<file path="config.mk">
export PLATFORM = sky130hd
export DESIGN_NAME = sseiu_top
export DESIGN_NICKNAME = d
export VERILOG_FILES = /design/src/core/sseiu_status_pick.v /design/src/core/sseiu_top.v
export VERILOG_INCLUDE_DIRS = /design/src /design/src/core
export SDC_FILE = /design/constraint.sdc
export NUM_CORES = 1
export LEC_CHECK = 0
export CAP_MARGIN = 5
export CORE_MARGIN = 5
export CORE_UTILIZATION = 51
export CTS_CLUSTER_SIZE = 30
export DETAILED_ROUTE_END_ITERATION = 16
export DONT_BUFFER_PORTS = 1
export MAX_ROUTING_LAYER = met4
export PLACE_DENSITY = 0.69
export SLEW_MARGIN = 20
export SYNTH_ARGS = -nofsm -noshare
export SYNTH_HDL_FRONTEND = slang
export SYNTH_SLANG_ARGS = --single-unit
</file>
<file path="constraint.sdc">
create_clock -name core_clk -period 12.7 [get_ports core_clk]
set_input_delay 0.635 -clock core_clk [delete_from_list [all_inputs] [get_ports core_clk]]
set_output_delay 0.635 -clock core_clk [all_outputs]
set_load 0.1 [all_outputs]
</file>
<file path="src/core/sseiu_consts.vh">
// constants of the status event and interrupt unit
`ifndef SSEIU_CONSTS_VH
`define SSEIU_CONSTS_VH

// register addresses as carried in the datagram address byte
`define SSEIU_ADDR_GLOBAL_CONF   7'h00
`define SSEIU_ADDR_SPI_SELECT    7'h0b
`define SSEIU_ADDR_CLEAR_EXEMPT  7'h0c
`define SSEIU_ADDR_IRQ_SELECT    7'h0d
`define SSEIU_ADDR_EVENT_LATCH   7'h0e
`define SSEIU_ADDR_CONDITION     7'h0f

// reset values
`define SSEIU_RST_GLOBAL_CONF    32'h0000_0000
`define SSEIU_RST_SPI_SELECT     32'h0000_0000
`define SSEIU_RST_CLEAR_EXEMPT   32'h0000_0000
`define SSEIU_RST_IRQ_SELECT     32'h0000_0000
`define SSEIU_RST_EVENT_LATCH    32'h0000_0000

// global configuration field positions
`define SSEIU_GC_SHARED_EN_BIT   15
`define SSEIU_GC_IRQ_POL_BIT     29
`define SSEIU_GC_WIRED_AND_BIT   30

// datagram layout
`define SSEIU_DGRAM_BITS         40
`define SSEIU_DGRAM_CNT_W        6
`define SSEIU_DGRAM_WRITE_BIT    39
`define SSEIU_DGRAM_ADDR_HI      38
`define SSEIU_DGRAM_ADDR_LO      32
`define SSEIU_STATUS_BITS        8

// event positions of the velocity phase values, then the first external event
`define SSEIU_EV_VEL_00          0
`define SSEIU_EV_VEL_01          1
`define SSEIU_EV_VEL_10          2
`define SSEIU_EV_FIRST_EXT       3

`endif

</file>
<file path="src/core/sseiu_status_pick.v">
// picks the eight lowest selected events for the spi status byte
`timescale 1ns/100ps
`include "sseiu_consts.vh"

module sseiu_status_pick #(
  parameter EV_W = 32
) (
  // clock and reset
  input  wire                          core_clk,
  input  wire                          reset,
  // event and selection
  input  wire [EV_W-1:0]               events,
  input  wire [EV_W-1:0]               select,
  // packed status byte
  output reg  [`SSEIU_STATUS_BITS-1:0] status_r
);

  // rank of each event among the selected ones below it
  wire [6:0]                           rank [0:EV_W];
  // one hit vector per status bit
  wire [`SSEIU_STATUS_BITS*EV_W-1:0]   hit;
  wire [`SSEIU_STATUS_BITS-1:0]        status_nxt;

  assign rank[0] = 7'h00;

  genvar i, j;
  generate
    // running count keeps event order, lowest index first
    for (i = 0; i < EV_W; i = i + 1)
    begin : g_rank
      assign rank[i+1] = rank[i] + {6'h00, select[i]};
    end
    // status bit j takes the selected event of rank j
    for (j = 0; j < `SSEIU_STATUS_BITS; j = j + 1)
    begin : g_bit
      for (i = 0; i < EV_W; i = i + 1)
      begin : g_ev
        assign hit[j*EV_W+i] = select[i] & events[i] & (rank[i] == j); // RL13
      end
      assign status_nxt[j] = |hit[j*EV_W +: EV_W]; // RL12
    end
  endgenerate

  // registered so the shifter loads a stable byte
  always @(posedge core_clk)
  begin
    if (reset)
      status_r <= 8'h00;
    else
      status_r <= status_nxt;
  end

endmodule // sseiu_status_pick

</file>
<file path="src/core/sseiu_top.v">
// status flag, event latch, spi register access and interrupt pin
// Behaviour
// (RL1) status change sets its event bit
// (RL2) event stays set until cleared
// (RL3) condition register shows live status
// (RL4) one event per velocity phase value
// (RL5) group change events, events without flags
// (RL6) thirty two events in one register
// (RL7) reading events clears them
// (RL8) exempt mask bits survive the read
// (RL9) writing one clears that event
// (RL10) host reads events once before operation
// (RL11) host knows near-read events may vanish
// (RL12) selected events lead every spi response
// (RL13) eight lowest selected events, order kept
// (RL14) interrupt is or of selected events
// (RL15) configuration bits 15, 29, 30 exist
// (RL16) interrupt active low unless polarity set
// (RL17) shared line uses weak/strong drive
// (RL18) eight clock transfer returns status too
// (RL19) new event beats simultaneous clear
// (RL20) detection compares with previous cycle
`timescale 1ns/100ps
`include "sseiu_consts.vh"

module sseiu_top #(
  parameter EV_W        = 32,
  parameter EXT_ANYEDGE = 32'h0000_0000  // ext events that fire on any change
) (
  // clock and reset
  input  wire            core_clk,
  input  wire            reset,
  // spi pins from the host
  input  wire            spi_cs_n_in,
  input  wire            spi_sck_in,
  input  wire            spi_sdi_in,
  output reg             spi_sdo_r,
  // status from the motion core
  input  wire [31:0]     status_flags_in,
  input  wire [1:0]      velocity_phase_flag,
  input  wire [EV_W-1:0] event_source_in,
  // interrupt pin
  output reg             irq_out_r,
  output wire            irq_oe,
  output reg             irq_strong_r
);

  // pin synchronisers, first stage read only by second
  reg        cs_s1_r;
  reg        cs_s2_r;
  reg        cs_s3_r;
  reg        sck_s1_r;
  reg        sck_s2_r;
  reg        sck_s3_r;
  reg        sdi_s1_r;
  reg        sdi_s2_r;
  // spi shifters
  reg [`SSEIU_DGRAM_BITS-1:0]  rx_r;
  reg [`SSEIU_DGRAM_BITS-1:0]  tx_r;
  reg [`SSEIU_DGRAM_CNT_W-1:0] bit_cnt_r;
  reg [31:0]                   rd_data_r;
  // registers
  reg [31:0]     gconf_r;
  reg [31:0]     spi_sel_r;
  reg [31:0]     exempt_r;
  reg [31:0]     irq_sel_r;
  reg [EV_W-1:0] events_r;
  reg [EV_W-1:0] events_nxt;
  // previous cycle copy for edge detection, and the unregistered irq level
  reg [EV_W-1:0] cond_prev_r;
  reg            irq_nxt;
  // status byte from the picker
  wire [`SSEIU_STATUS_BITS-1:0] status_byte;

  // pin edges seen on the synchronised copies
  wire sck_rise = sck_s2_r & ~sck_s3_r;
  wire sck_fall = ~sck_s2_r & sck_s3_r;
  wire cs_fall  = ~cs_s2_r & cs_s3_r;
  wire cs_rise  = cs_s2_r & ~cs_s3_r;
  wire cs_act   = ~cs_s2_r;

  // command decode, valid only with a full datagram
  wire       dgram_ok = cs_rise & (bit_cnt_r == `SSEIU_DGRAM_BITS);
  wire       cmd_wr   = rx_r[`SSEIU_DGRAM_WRITE_BIT];
  wire [6:0] cmd_addr = rx_r[`SSEIU_DGRAM_ADDR_HI:`SSEIU_DGRAM_ADDR_LO];
  wire [31:0] cmd_data = rx_r[31:0];
  wire       do_write = dgram_ok & cmd_wr;
  wire       do_read  = dgram_ok & ~cmd_wr;

  // event conditions: velocity phase values plus external sources
  wire [EV_W-1:0] cond_now;
  wire [EV_W-1:0] ev_set;
  wire [EV_W-1:0] ev_clr;

  assign cond_now[`SSEIU_EV_VEL_00] = (velocity_phase_flag == 2'h0); // RL4
  assign cond_now[`SSEIU_EV_VEL_01] = (velocity_phase_flag == 2'h1); // RL4
  assign cond_now[`SSEIU_EV_VEL_10] = (velocity_phase_flag == 2'h2); // RL4
  assign cond_now[EV_W-1:`SSEIU_EV_FIRST_EXT] = event_source_in[EV_W-1:`SSEIU_EV_FIRST_EXT];

  genvar k;
  generate
    // per event: rising or any-change detection against last cycle
    for (k = 0; k < EV_W; k = k + 1)
    begin : g_det
      if (k >= `SSEIU_EV_FIRST_EXT && EXT_ANYEDGE[k])
      begin : g_any
        assign ev_set[k] = cond_now[k] ^ cond_prev_r[k]; // RL5 RL20
      end
      else
      begin : g_rise
        assign ev_set[k] = cond_now[k] & ~cond_prev_r[k]; // RL1 RL20
      end
    end
  endgenerate

  // clears: read of the latch (not exempt) or write of ones
  assign ev_clr =
    ({EV_W{do_read & (cmd_addr == `SSEIU_ADDR_EVENT_LATCH)}} & ~exempt_r) | // RL7 RL8
    ({EV_W{do_write & (cmd_addr == `SSEIU_ADDR_EVENT_LATCH)}} & cmd_data);  // RL9

  // sticky latch, set wins over clear
  always @*
  begin
    events_nxt = (events_r & ~ev_clr) | ev_set; // RL2 RL19
  end

  // synchronisers and edge history
  always @(posedge core_clk)
  begin
    if (reset)
    begin
      cs_s1_r  <= 1'b1;
      cs_s2_r  <= 1'b1;
      cs_s3_r  <= 1'b1;
      sck_s1_r <= 1'b0;
      sck_s2_r <= 1'b0;
      sck_s3_r <= 1'b0;
      sdi_s1_r <= 1'b0;
      sdi_s2_r <= 1'b0;
    end
    else
    begin
      cs_s1_r  <= spi_cs_n_in;
      cs_s2_r  <= cs_s1_r;
      cs_s3_r  <= cs_s2_r;
      sck_s1_r <= spi_sck_in;
      sck_s2_r <= sck_s1_r;
      sck_s3_r <= sck_s2_r;
      sdi_s1_r <= spi_sdi_in;
      sdi_s2_r <= sdi_s1_r;
    end
  end

  // receive shifter and saturating bit count
  always @(posedge core_clk)
  begin
    if (reset)
    begin
      rx_r      <= 40'h00_0000_0000;
      bit_cnt_r <= 6'h00;
    end
    else if (cs_fall)
      bit_cnt_r <= 6'h00;         // new frame
    else if (cs_act && sck_rise)
    begin
      // longer frames keep only the last forty bits
      rx_r <= {rx_r[`SSEIU_DGRAM_BITS-2:0], sdi_s2_r};
      if (bit_cnt_r != `SSEIU_DGRAM_BITS)
        bit_cnt_r <= bit_cnt_r + 6'h01;
    end
  end

  // transmit shifter: status byte first, then prior read data
  always @(posedge core_clk)
  begin
    if (reset)
    begin
      tx_r      <= 40'h00_0000_0000;
      spi_sdo_r <= 1'b0;
    end
    else if (cs_fall)
    begin
      tx_r      <= {status_byte, rd_data_r};           // RL12 RL18
      spi_sdo_r <= status_byte[`SSEIU_STATUS_BITS-1];  // RL18
    end
    else if (cs_act && sck_fall)
    begin
      // received bits follow for daisy chained parts
      tx_r      <= {tx_r[`SSEIU_DGRAM_BITS-2:0], rx_r[`SSEIU_DGRAM_BITS-1]};
      spi_sdo_r <= tx_r[`SSEIU_DGRAM_BITS-2];
    end
  end

  // read data latched at frame end, returned in the next frame
  always @(posedge core_clk)
  begin
    if (reset)
      rd_data_r <= 32'h0000_0000;
    else if (do_read)
    begin
      case (cmd_addr)
        `SSEIU_ADDR_GLOBAL_CONF:  rd_data_r <= gconf_r;
        `SSEIU_ADDR_SPI_SELECT:   rd_data_r <= spi_sel_r;
        `SSEIU_ADDR_CLEAR_EXEMPT: rd_data_r <= exempt_r;
        `SSEIU_ADDR_IRQ_SELECT:   rd_data_r <= irq_sel_r;
        `SSEIU_ADDR_EVENT_LATCH:  rd_data_r <= events_r;        // RL6
        `SSEIU_ADDR_CONDITION:    rd_data_r <= status_flags_in; // RL3
        default:                  rd_data_r <= 32'h0000_0000;   // unmapped reads zero
      endcase
    end
  end

  // writable registers
  always @(posedge core_clk)
  begin
    if (reset)
    begin
      gconf_r   <= `SSEIU_RST_GLOBAL_CONF;
      spi_sel_r <= `SSEIU_RST_SPI_SELECT;
      exempt_r  <= `SSEIU_RST_CLEAR_EXEMPT;
      irq_sel_r <= `SSEIU_RST_IRQ_SELECT;
    end
    else if (do_write)
    begin
      case (cmd_addr)
        `SSEIU_ADDR_GLOBAL_CONF:  gconf_r   <= cmd_data; // RL15
        `SSEIU_ADDR_SPI_SELECT:   spi_sel_r <= cmd_data;
        `SSEIU_ADDR_CLEAR_EXEMPT: exempt_r  <= cmd_data;
        `SSEIU_ADDR_IRQ_SELECT:   irq_sel_r <= cmd_data;
        default:                  ;  // latch handled above, others ignored
      endcase
    end
  end

  // event latch and previous-cycle condition copy
  always @(posedge core_clk)
  begin
    if (reset)
    begin
      events_r    <= `SSEIU_RST_EVENT_LATCH;
      // copy live levels so release of reset shows no false edge
      cond_prev_r <= cond_now;    // RL20
    end
    else
    begin
      events_r    <= events_nxt;  // RL6
      cond_prev_r <= cond_now;    // RL20
    end
  end

  // status byte packer
  sseiu_status_pick #(
    .EV_W     (EV_W)
  ) u_pick (
    .core_clk (core_clk),
    .reset    (reset),
    .events   (events_r),
    .select   (spi_sel_r),
    .status_r (status_byte)
  );

  // interrupt: or of selected events, then polarity
  always @*
  begin
    irq_nxt = |(events_r & irq_sel_r); // RL14
  end

  // pin level and drive strength
  // wired modes rely on a pull elsewhere; strength is reported, not made here
  always @(posedge core_clk)
  begin
    if (reset)
    begin
      irq_out_r    <= 1'b1;  // inactive, active low by default
      irq_strong_r <= 1'b1;
    end
    else
    begin
      irq_out_r <= irq_nxt ^ ~gconf_r[`SSEIU_GC_IRQ_POL_BIT]; // RL16
      if (!gconf_r[`SSEIU_GC_SHARED_EN_BIT])
        irq_strong_r <= 1'b1;
      else if (gconf_r[`SSEIU_GC_WIRED_AND_BIT])
        irq_strong_r <= ~irq_nxt;  // RL17
      else
        irq_strong_r <= irq_nxt;   // RL17
    end
  end

  // pin always driven; weak drive is still drive
  assign irq_oe = 1'b1;

endmodule // sseiu_top

</file>
==> impl_metrics.csv, run 1 <==
group,metric,value,unit
synthesis,yosys.area_share.simple,0.2526,
setup_path,crit_type,"register to register",
placed_design,gp_congestion,0.9826,
synthesis,yosys_warnings,0,
power,irDropWorstVdd,0.09632,mV
synthesis,yosysUniqueCellTypes,104,
setup_path,cp_max_fo,8,
synthesis,synth_fp_nets,2824,
power,power_switching,486.4,µW
route,vias_per_cell,6.321,
setup_path,reg2reg_from,"spi_sel_r[0]",
timing,rsz0062_at_grt,"no",
power,seq_power_share,0.488,
setup_path,crit_start,"spi_sel_r[0]",
status,status,"finished, final reports clean",
setup_path,crit_required,13.15,ns
synthesis,synthMuxAreaShare,0.03469,
placed_design,placement.io_buffers,0,
synthesis,syn-instance-count,2691,
synthesis,avgSynthCellArea,7.787,µm²
floorplan,core,40740,µm²
clocking,numCtsBuffers,37,
timing,finalSetupTns,0,ns
floorplan,die_h,212.7,µm
synthesis,ys_seq_area_frac,0.3134,
power,switching_share,0.2219,
power,p_clk_frac,0.494,
timing,fin_crit_sh,0.9585,
power,leakagePower,7.929,nW
grt,antenna_found_initial,5,
synthesis,synthAdderAreaFrac,0.03738,
grt,track_usage,0.2942,
clocking,clk_latency,0.55,ns
synthesis,synth_seq_cells,328,
timing,worst_pin_slew,0.9692,ns
route,dr.pass1.iters,5,
timing,slew_headroom,0.3530,
setup_path,worstSetupEndpointType,"register",
synthesis,synth_area,20950,µm²
timing,fin_hold_ws,0.1045,ns
synthesis,synth_top_flop_cell,"dfxtp_1",
timing,slew_viol_final,0,
setup_path,worst_setup_path_start_kind,"register",
clocking,clkTransAtPathRegs,0.07,ns
clocking,cts_root_buf,"clkbuf_16",
grt,grt.overflow.total,0,
route,drc,0,
cells_and_area,syn_to_final_growth,9.488,%
power,pwr-share-comb,0.018,
grt,grt_max_degree,292,
route,drt-total-wl,67.44,mm
setup_path,crit_arrival,12.62,ns
hold_path,hp-class,"input port to register",
grt,grt_pass1_vias,18750,
clocking,htree_levels,2,
setup_path,slowest_delay,0.59,ns
route,dr_total_vias,20160,
route,wl_per_cell,21.15,µm
timing,hold_viol,0,
floorplan,num_io_pins,75,
setup_path,cp_common_cell,"ha_1",
setup_path,r2r_setup_slack,0.53,ns
clocking,ctsHoldBuffers,0,
power,cellPowerDensity,95.53,nW/µm²
hold_path,hold_start,"event_source_in[13]",
setup_path,critical-path-slowest-cell,"or4_1",
synthesis,synth_top_family_by_area,"simple AND/OR/NAND/NOR gates",
timing,fmax,82.15,MHz
placed_design,hpwl,46.72,mm
clocking,cts.sinks,328,
floorplan,dieArea,45240,µm²
route,drt_iter0_markers,1998,
timing,finalCriticalPeriod,12.17,ns
clocking,clk_path_buf_depth,3,
synthesis,synth_edf_count,0,
clocking,cts_tree,"built",
synthesis,synthXorXnorAreaFrac,0.08276,
floorplan,start_util,0.5143,
floorplan,die_w,212.7,µm
synthesis,synth_compound_area_frac,0.2405,
timing,setup_violations,0,
cells_and_area,nets,2759,
timing,finClkSkew,0.01605,ns
route,postRouteAntennaNets,0,
cells_and_area,drive_gt1_frac,0.08865,
synthesis,async_reset_ff_frac,0,
floorplan,core.rowCount,74,
job,max_cap_violations,0,
power,internal-power,1.705,mW
grt,grt_pass1_wl,104.2,mm
==> worst max-delay path: cells and delay by family, from the launching register on <==
family	cells	cell delay, ns
mux	2	0.49
simple gates	3	0.95
compound gates	3	0.50
flops	1	0.32
fa+ha+maj	28	9.11
xor+xnor	4	0.72
==> per-layer routing <==
layer,global-route usage,vias to the layer above,part of all wire,routed length (µm)
li1,-,9698,-,-
met1,0.3908,9583,0.43,29070
met2,0.4583,737,0.46,30790
met3,0.05407,139,0.078,5289
met4,0.09358,0,0.034,2284
met5,-,-,0,0
==> layout by cell type (no fill, tap or decap), types with 36 or more instances in the layout <==
cell type	synthesis	final
o21ai_0	60	60
a21oi_1	249	249
a22oi_1	50	50
nand2b_1	46	45
mux2i_1	63	62
buf_4	2	68
a211oi_1	55	55
ha_1	61	46
nand3_1	85	85
a22o_1	37	37
nor2_1	204	202
xnor2_1	70	62
clkbuf_16	0	38
nor3_1	58	57
nand2_1	530	526
a221oi_1	43	43
dfxtp_1	328	328
o211ai_1	47	47
a311oi_1	36	36
==> power by group through the flow <==
stage | combinational (mW) | sequential [mW] | clock, mW
after global routing | 0.0433 | 1.07 | 1.14
after global placement | 0.0375 | 1.09 | 0
final | 0.0385 | 1.07 | 1.08
after CTS | 0.0389 | 1.07 | 1.10
after floorplan | 0.0432 | 1.08 | 0
after detailed placement | 0.0387 | 1.09 | 0
==> registers in the layout, summed over array words and instances, names as in the netlist, 6 cells and up <==
register         cells
irq_sel_r           32
events_r            32
exempt_r            32
u_pick.status_r      8
tx_r                39
bit_cnt_r            6
gconf_r             32
rd_data_r           32
cond_prev_r         32
spi_sel_r           32
rx_r                40
==> stage by stage <==
step           power (mW)    util  setup slack, ns  area [µm²]  instances
3_3_place_gp        1.129  0.5269          0.02098       21460       3111
2_1_floorplan       1.125       -          0.09589       20960       2691
6_report            2.192  0.5631           0.5264       22940       3189
5_1_grt             2.253  0.5631          0.03927       22940       3188
3_5_place_dp        1.131  0.5269          -0.1786       21460       3111
4_1_cts             2.205  0.5575          0.02725       22710       3176
==> cells in the mapped netlist, drive strengths merged, types with 16 or more instances <==
cell	count	area, µm²
a211oi	55	412.9
a21oi	250	1262
a221oi	44	402.9
a22o	37	324.1
a22oi	50	375.4
a311oi	36	315.3
a31oi	35	219.0
and2	25	158.9
and3	39	244.0
buf	22	108.9
clkbuf	150	568.1
dfxtp	328	6566
ha	61	763.2
inv	35	131.4
mux2i	65	666.9
nand2	530	1989
nand2b	46	287.8
nand3	85	425.4
nand4	27	168.9
nor2	205	772.0
nor2b	18	112.6
nor3	60	316.6
nor3b	17	132.6
nor4	18	112.6
o211ai	47	352.8
o21ai	62	310.3
o31ai	16	125.1
or3	17	106.4
xnor2	86	918.4
xor2	36	394.1
==> area by class of cell <==
| cell class | count | area (µm²) |
|---|---|---|
| fill | 3823 | 17800 |
| multi-input combinational | 2156 | 13840 |
| sequential | 328 | 6566 |
| clock buffer | 51 | 1040 |
| tap | 532 | 665.6 |
| timing repair buffer | 68 | 510.5 |
| clock inverter | 13 | 173.9 |
| inverter | 35 | 131.4 |
| antenna | 6 | 15.01 |
==> kinds of logic (layout without fill, tap and decap cells) <==
kind of cell             count (synthesis)  in the layout
AND/OR/NAND/NOR                       1145           1145
multiplexers                            70             70
other                                    1              7
AO/OA/AOI/OAI                          738            738
adder cells (fa/ha/maj)                 62             62
XOR/XNOR                               140            140
flip-flops                             328            328
buffers and inverters                  207            167
==> what timing repair did <==
item                                    CTS  global route
gates resized for setup                   4            25
endpoints found under the setup margin    8             8
pin swaps                                 0             4
buffers inserted                          1             7
==> final timing paths <==
path                                      endpoint  depth (start not counted)
worst min-delay path               cond_prev_r[13]                          0
worst max-delay path            u_pick.status_r[6]                         40
worst max register to register  u_pick.status_r[6]                         40
worst min register to register             cs_s2_r                          1
Note: power is estimated with default switching activity, not from simulation.
==> inputs of run 2 (changes only) <==
Settings changed: CORE_MARGIN 5 to default.
==> impl_metrics.csv, run 2 (synthesis results as in run 1) <==
group,metric,value,unit
floorplan,die_w,204.7,µm
timing,setup_violations,0,
clocking,cts_root_buf,"clkbuf_16",
status,status,"finished, final reports clean",
power,pwr-share-comb,0.018,
clocking,ctsHoldBuffers,0,
power,irDropWorstVdd,0.1157,mV
power,cellPowerDensity,94.96,nW/µm²
hold_path,min_path_cells,0,
cells_and_area,final_common_cell,"nand2_1",
setup_path,crit_type,"register to register",
setup_path,cp_common_cell,"ha_1",
cells_and_area,syn_to_final_growth,9.196,%
placed_design,placement.io_buffers,0,
setup_path,crit-reg2reg-capture,"u_pick.status_r[6]",
setup_path,crit_required,13.16,ns
grt,grt_max_degree,292,
power,switching_share,0.2293,
timing,hold_viol,0,
timing,finClkSkew,0.02918,ns
timing,worst_pin_slew,0.9612,ns
route,drt_iter0_markers,1879,
cells_and_area,most-common-layout-cells,"nand2_1, dfxtp_1, a21oi_1, nor2_1, nand3_1",
route,postRouteAntennaNets,0,
floorplan,core,40100,µm²
placed_design,gp_congestion,0.9554,
route,wl_per_cell,21.05,µm
floorplan,num_io_pins,75,
power,leakagePower,7.915,nW
setup_path,rr_worst_depth,40,
placed_design,hpwl,46.83,mm
cells_and_area,multi_input_area,13790,µm²
power,power_switching,498.2,µW
setup_path,reg2reg_from,"spi_sel_r[0]",
timing,slew_headroom,0.3583,
floorplan,dieArea,41900,µm²
cells_and_area,top_regs,"rx_r (40), tx_r (39)",
setup_path,crit_buf_inv,0,
timing,fmax,81.86,MHz
route,drt-total-wl,66.89,mm
route,vias_per_cell,6.332,
setup_path,slowest_delay,0.56,ns
cells_and_area,largest_reg_flops,40,
job,max_cap_violations,0,
setup_path,critical-path-slowest-cell,"or4_4",
grt,grt_pass1_wl,104.7,mm
floorplan,core.rowCount,73,
timing,fin_ws,0.4839,ns
clocking,cts_tree,"built",
timing,fin_crit_sh,0.9619,
power,internal-power,1.674,mW
route,drc,0,
grt,antenna_found_initial,3,
grt,grt_pass1_vias,18990,
setup_path,worstSetupEndpointType,"register",
floorplan,start_util,0.5226,
cells_and_area,area.sequential,6566,µm²
clocking,clk_latency,0.56,ns
timing,slew_viol_final,0,
grt,grt.overflow.total,0,
setup_path,r2r_setup_slack,0.48,ns
route,dr.pass1.iters,5,
setup_path,crit_family,"adder cells",
power,p_clk_frac,0.489,
grt,track_usage,0.3243,
timing,finalCriticalPeriod,12.22,ns
clocking,clk_path_buf_depth,3,
cells_and_area,drive_gt1_frac,0.08566,
power,seq_power_share,0.493,
clocking,htree_levels,2,
cells_and_area,nets,2757,
hold_path,hold_path_end,"cond_prev_r[13]",
clocking,clkTransAtPathRegs,0.06,ns
setup_path,cp_max_fo,8,
clocking,numCtsBuffers,37,
hold_path,hp-class,"input port to register",
route,dr_total_vias,20120,
cells_and_area,post-route-util,0.5706,
floorplan,die_h,204.7,µm
clocking,cts.sinks,328,
cells_and_area,n_fill_cell,3779,
cells_and_area,regMostFlops,"rx_r",
placed_design,place_ws,-0.1231,ns
setup_path,crit_arrival,12.67,ns
setup_path,worst_setup_path_start_kind,"register",
hold_path,hold_start,"event_source_in[13]",
run 2: cell types whose count changed in the layout (fill, tap and decap cells not counted), sizes merged:
cell      delta
clkinv       -3
clkinvlp     +3
diode        -3
buf          -2
bufinv       -2
clkbuf       +2
inv          +1
run 2: how the worst max path moves through the flow:
| stage | from | endpoint | slack, ns | cells past startpoint |
|---|---|---|---|---|
| detailed placement | spi_sel_r[0] | u_pick.status_r[6] | -0.12 | 40 |
| global placement | spi_sel_r[0] | u_pick.status_r[6] | 0.07 | 40 |
| finish | spi_sel_r[0] | u_pick.status_r[6] | 0.48 | 40 |
| global route | spi_sel_r[0] | u_pick.status_r[5] | -0.08 | 43 |
| CTS | spi_sel_r[0] | u_pick.status_r[6] | 0.01 | 40 |
| floorplan | spi_sel_r[0] | u_pick.status_r[5] | 0.1 | 40 |
run 2: what timing repair did:
action / in CTS / in global routing
endpoints found under the hold margin: 0 / 0
pin swaps: 0 / 2
buffers inserted: 1 / 4
gates cloned: 0 / 0
endpoints found under the setup margin: 8 / 8
resized for setup: 2 / 22
run 2: worst register-to-register path: cells and delay by family (launching register included):
| family | cells | cell delay (ns) |
|---|---|---|
| simple gates | 3 | 0.91 |
| flops | 1 | 0.32 |
| xor+xnor | 4 | 0.67 |
| compound gates | 3 | 0.49 |
| mux | 2 | 0.52 |
| fa+ha+maj | 28 | 9.20 |
run 2: power by group through the flow:
| stage | Combinational (mW) | Sequential (mW) | Clock (mW) |
|---|---|---|---|
| floorplan | 0.0432 | 1.08 | 0 |
| global placement | 0.0375 | 1.09 | 0 |
| detailed placement | 0.0387 | 1.09 | 0 |
| CTS | 0.0390 | 1.07 | 1.08 |
| global route | 0.0434 | 1.07 | 1.12 |
| finish | 0.0387 | 1.07 | 1.06 |
run 2: through the flow:
stage               hold WS, ns  TNS (ns)  total power, mW  area (µm²)  instances
finish                  0.09267         0            2.173       22880       3178
floorplan                0.3895         0            1.125       20960       2691
global placement         0.3919         0            1.130       21460       3105
CTS                     0.06989         0            2.189       22710       3171
global route            0.07474   -0.4057            2.238       22880       3178
detailed placement       0.4108   -0.6207            1.131       21460       3105
run 2: per-layer routing:
| layer | routed length, µm | vias up | GRT usage | share of wire |
|---|---|---|---|---|
| met3 | 4496 | 106 | 0.04916 | 0.067 |
| met4 | 1964 | 0 | 0.1034 | 0.029 |
| met5 | 0 | - | - | 0 |
| met2 | 31010 | 739 | 0.5157 | 0.46 |
| li1 | - | 9689 | - | - |
| met1 | 29420 | 9590 | 0.4205 | 0.44 |
run 2: cell type report:
| class | instances | share of cell area |
|---|---|---|
| Antenna cell | 3 | 0.0003281 |
| Clock buffer | 53 | 0.04572 |
| Clock inverter | 12 | 0.007984 |
| Inverter | 35 | 0.005742 |
| Multi-Input combinational cell | 2156 | 0.6029 |
| Sequential cell | 328 | 0.2870 |
| Tap cell | 525 | 0.02871 |
| Timing Repair Buffer | 66 | 0.02165 |
==> inputs of run 3 (changes only) <==
Settings changed: RECOVER_POWER from default to 25.
==> impl_metrics.csv, run 3 (synthesis results as in run 1) <==
group,metric,value,unit
status,status,"finished with violations",
status,violations,"max-capacitance violations, max-slew violations",
power,seq_power_share,0.492,
route,vias_per_cell,6.348,
setup_path,worst_setup_path_start_kind,"register",
timing,worst_pin_slew,2.140,ns
cells_and_area,drive_gt1_frac,0.08491,
cells_and_area,nets,2757,
clocking,clk_path_buf_depth,3,
clocking,numCtsBuffers,37,
route,postRouteAntennaNets,0,
floorplan,die_w,204.7,µm
power,irDropWorstVdd,0.1159,mV
setup_path,crit_required,13.16,ns
power,internal-power,1.675,mW
setup_path,worstSetupEndpointType,"register",
clocking,clk_latency,0.56,ns
setup_path,crit_type,"register to register",
cells_and_area,post-route-util,0.5704,
power,power,2.174,mW
placed_design,placed_cell_area,21460,µm²
power,switching_share,0.2297,
setup_path,reg2reg_from,"spi_sel_r[0]",
timing,fmax,82.04,MHz
placed_design,placement.io_buffers,0,
timing,slew_viol_final,41,
clocking,cts_tree,"built",
cells_and_area,regMostFlops,"rx_r",
setup_path,cp_common_cell,"ha_1",
clocking,htree_levels,2,
timing,slew_headroom,-0.4267,
route,dr_total_vias,20170,
route,drc,0,
setup_path,crit_arrival,12.65,ns
route,wl_per_cell,21.04,µm
clocking,ctsHoldBuffers,0,
setup_path,r2r_setup_slack,0.51,ns
route,route.met2.wl,31.04,mm
cells_and_area,final_common_cell,"nand2_1",
clocking,clkTransAtPathRegs,0.06,ns
clocking,cts_root_buf,"clkbuf_16",
route,wl_met3,4.601,mm
cells_and_area,top_regs,"rx_r (40), tx_r (39)",
floorplan,num_io_pins,75,
floorplan,start_util,0.5226,
floorplan,die_h,204.7,µm
floorplan,core.rowCount,73,
clocking,cts.sinks,328,
setup_path,crit_end,"u_pick.status_r[6]",
placed_design,gp_congestion,0.9554,
cells_and_area,syn_to_final_growth,9.148,%
grt,grt.overflow.total,0,
grt,grt_pass1_wl,104.7,mm
cells_and_area,largest_reg_flops,40,
cells_and_area,most-common-layout-cells,"nand2_1, dfxtp_1, a21oi_1, nor2_1, nand3_1",
timing,hold_viol,0,
timing,finalCriticalPeriod,12.19,ns
setup_path,crit_start,"spi_sel_r[0]",
timing,fin_hold_ws,0.09209,ns
power,p_clk_frac,0.490,
setup_path,rr_worst_depth,40,
route,top_layer_used,"met4",
route,drt-total-wl,66.88,mm
placed_design,place_ws,-0.1231,ns
setup_path,slowest_delay,0.56,ns
hold_path,hp-class,"input port to register",
grt,track_usage,0.3243,
power,leakagePower,7.911,nW
timing,fin_ws,0.5105,ns
timing,setup_violations,0,
setup_path,critical-path-slowest-cell,"or4_4",
timing,finClkSkew,0.03026,ns
setup_path,cp_max_fo,8,
cells_and_area,final_design_area_no_fill,22870,µm²
power,cellPowerDensity,95.05,nW/µm²
setup_path,crit-reg2reg-capture,"u_pick.status_r[6]",
job,max_cap_violations,1,
route,dr.pass1.iters,6,
grt,grt_max_degree,292,
floorplan,dieArea,41900,µm²
timing,fin_crit_sh,0.9598,
power,pwr-share-comb,0.018,
grt,antenna_found_initial,3,
placed_design,hpwl,46.83,mm
route,drt_iter0_markers,1795,
route,drt-met1-wl,29.30,mm
grt,grt_pass1_vias,18990,
power,power_switching,499.4,µW
floorplan,core,40100,µm²
[run 3: routing by layer]
metal / GRT usage / up-vias
met5: - / -
met4: 0.1034 / 0
met3: 0.04916 / 108
met2: 0.5157 / 752
met1: 0.4205 / 9623
li1: - / 9690
[run 3: metrics by stage]
step                std cells  TNS [ns]
finish                   3178         0
global route             3178   -0.4057
CTS                      3171         0
detailed placement       3105   -0.6207
global placement         3105         0
floorplan                2691         0
[run 3: worst min path at each step]
stage                                 end  cells after the start  slack [ns]                start
final                     cond_prev_r[13]                      0        0.09  event_source_in[13]
after detailed placement          cs_s2_r                      1        0.41              cs_s1_r
after CTS                 cond_prev_r[13]                      0        0.07  event_source_in[13]
after global routing      cond_prev_r[13]                      0        0.07  event_source_in[13]
after floorplan                   cs_s2_r                      1        0.39              cs_s1_r
after global placement            cs_s2_r                      1        0.39              cs_s1_r
[run 3: final cells by class]
type / instances / area (µm²)
flip-flops and latches: 328 / 6566
clock buffers: 53 / 1046
clock inverters: 12 / 182.7
well taps: 525 / 656.9
repair buffers: 66 / 491.7
multi-input cells: 2156 / 13790
fillers: 3781 / 17230
diodes: 3 / 7.507
inverters: 35 / 131.4
[run 3: power by group through the flow]
| stage | Combinational (mW) | Sequential [mW] | Clock (mW) |
|---|---|---|---|
| finish | 0.0388 | 1.07 | 1.06 |
| global placement | 0.0375 | 1.09 | 0 |
| CTS | 0.0390 | 1.07 | 1.08 |
| detailed placement | 0.0387 | 1.09 | 0 |
| floorplan | 0.0432 | 1.08 | 0 |
| global route | 0.0433 | 1.07 | 1.12 |
[run 3: worst max-delay path, delay by kind of cell (launching register included)]
family          cells  cell delay, ns
mux                 2            0.52
xor+xnor            4            0.67
flops               1            0.32
compound gates      3            0.49
fa+ha+maj          28            9.18
simple gates        3            0.91
[run 3: timing repair]
item                       CTS  global route
cloned                       0             0
setup endpoints to repair    8             8
resized for setup            2            22
pin swaps                    0             2
setup buffers                1             4
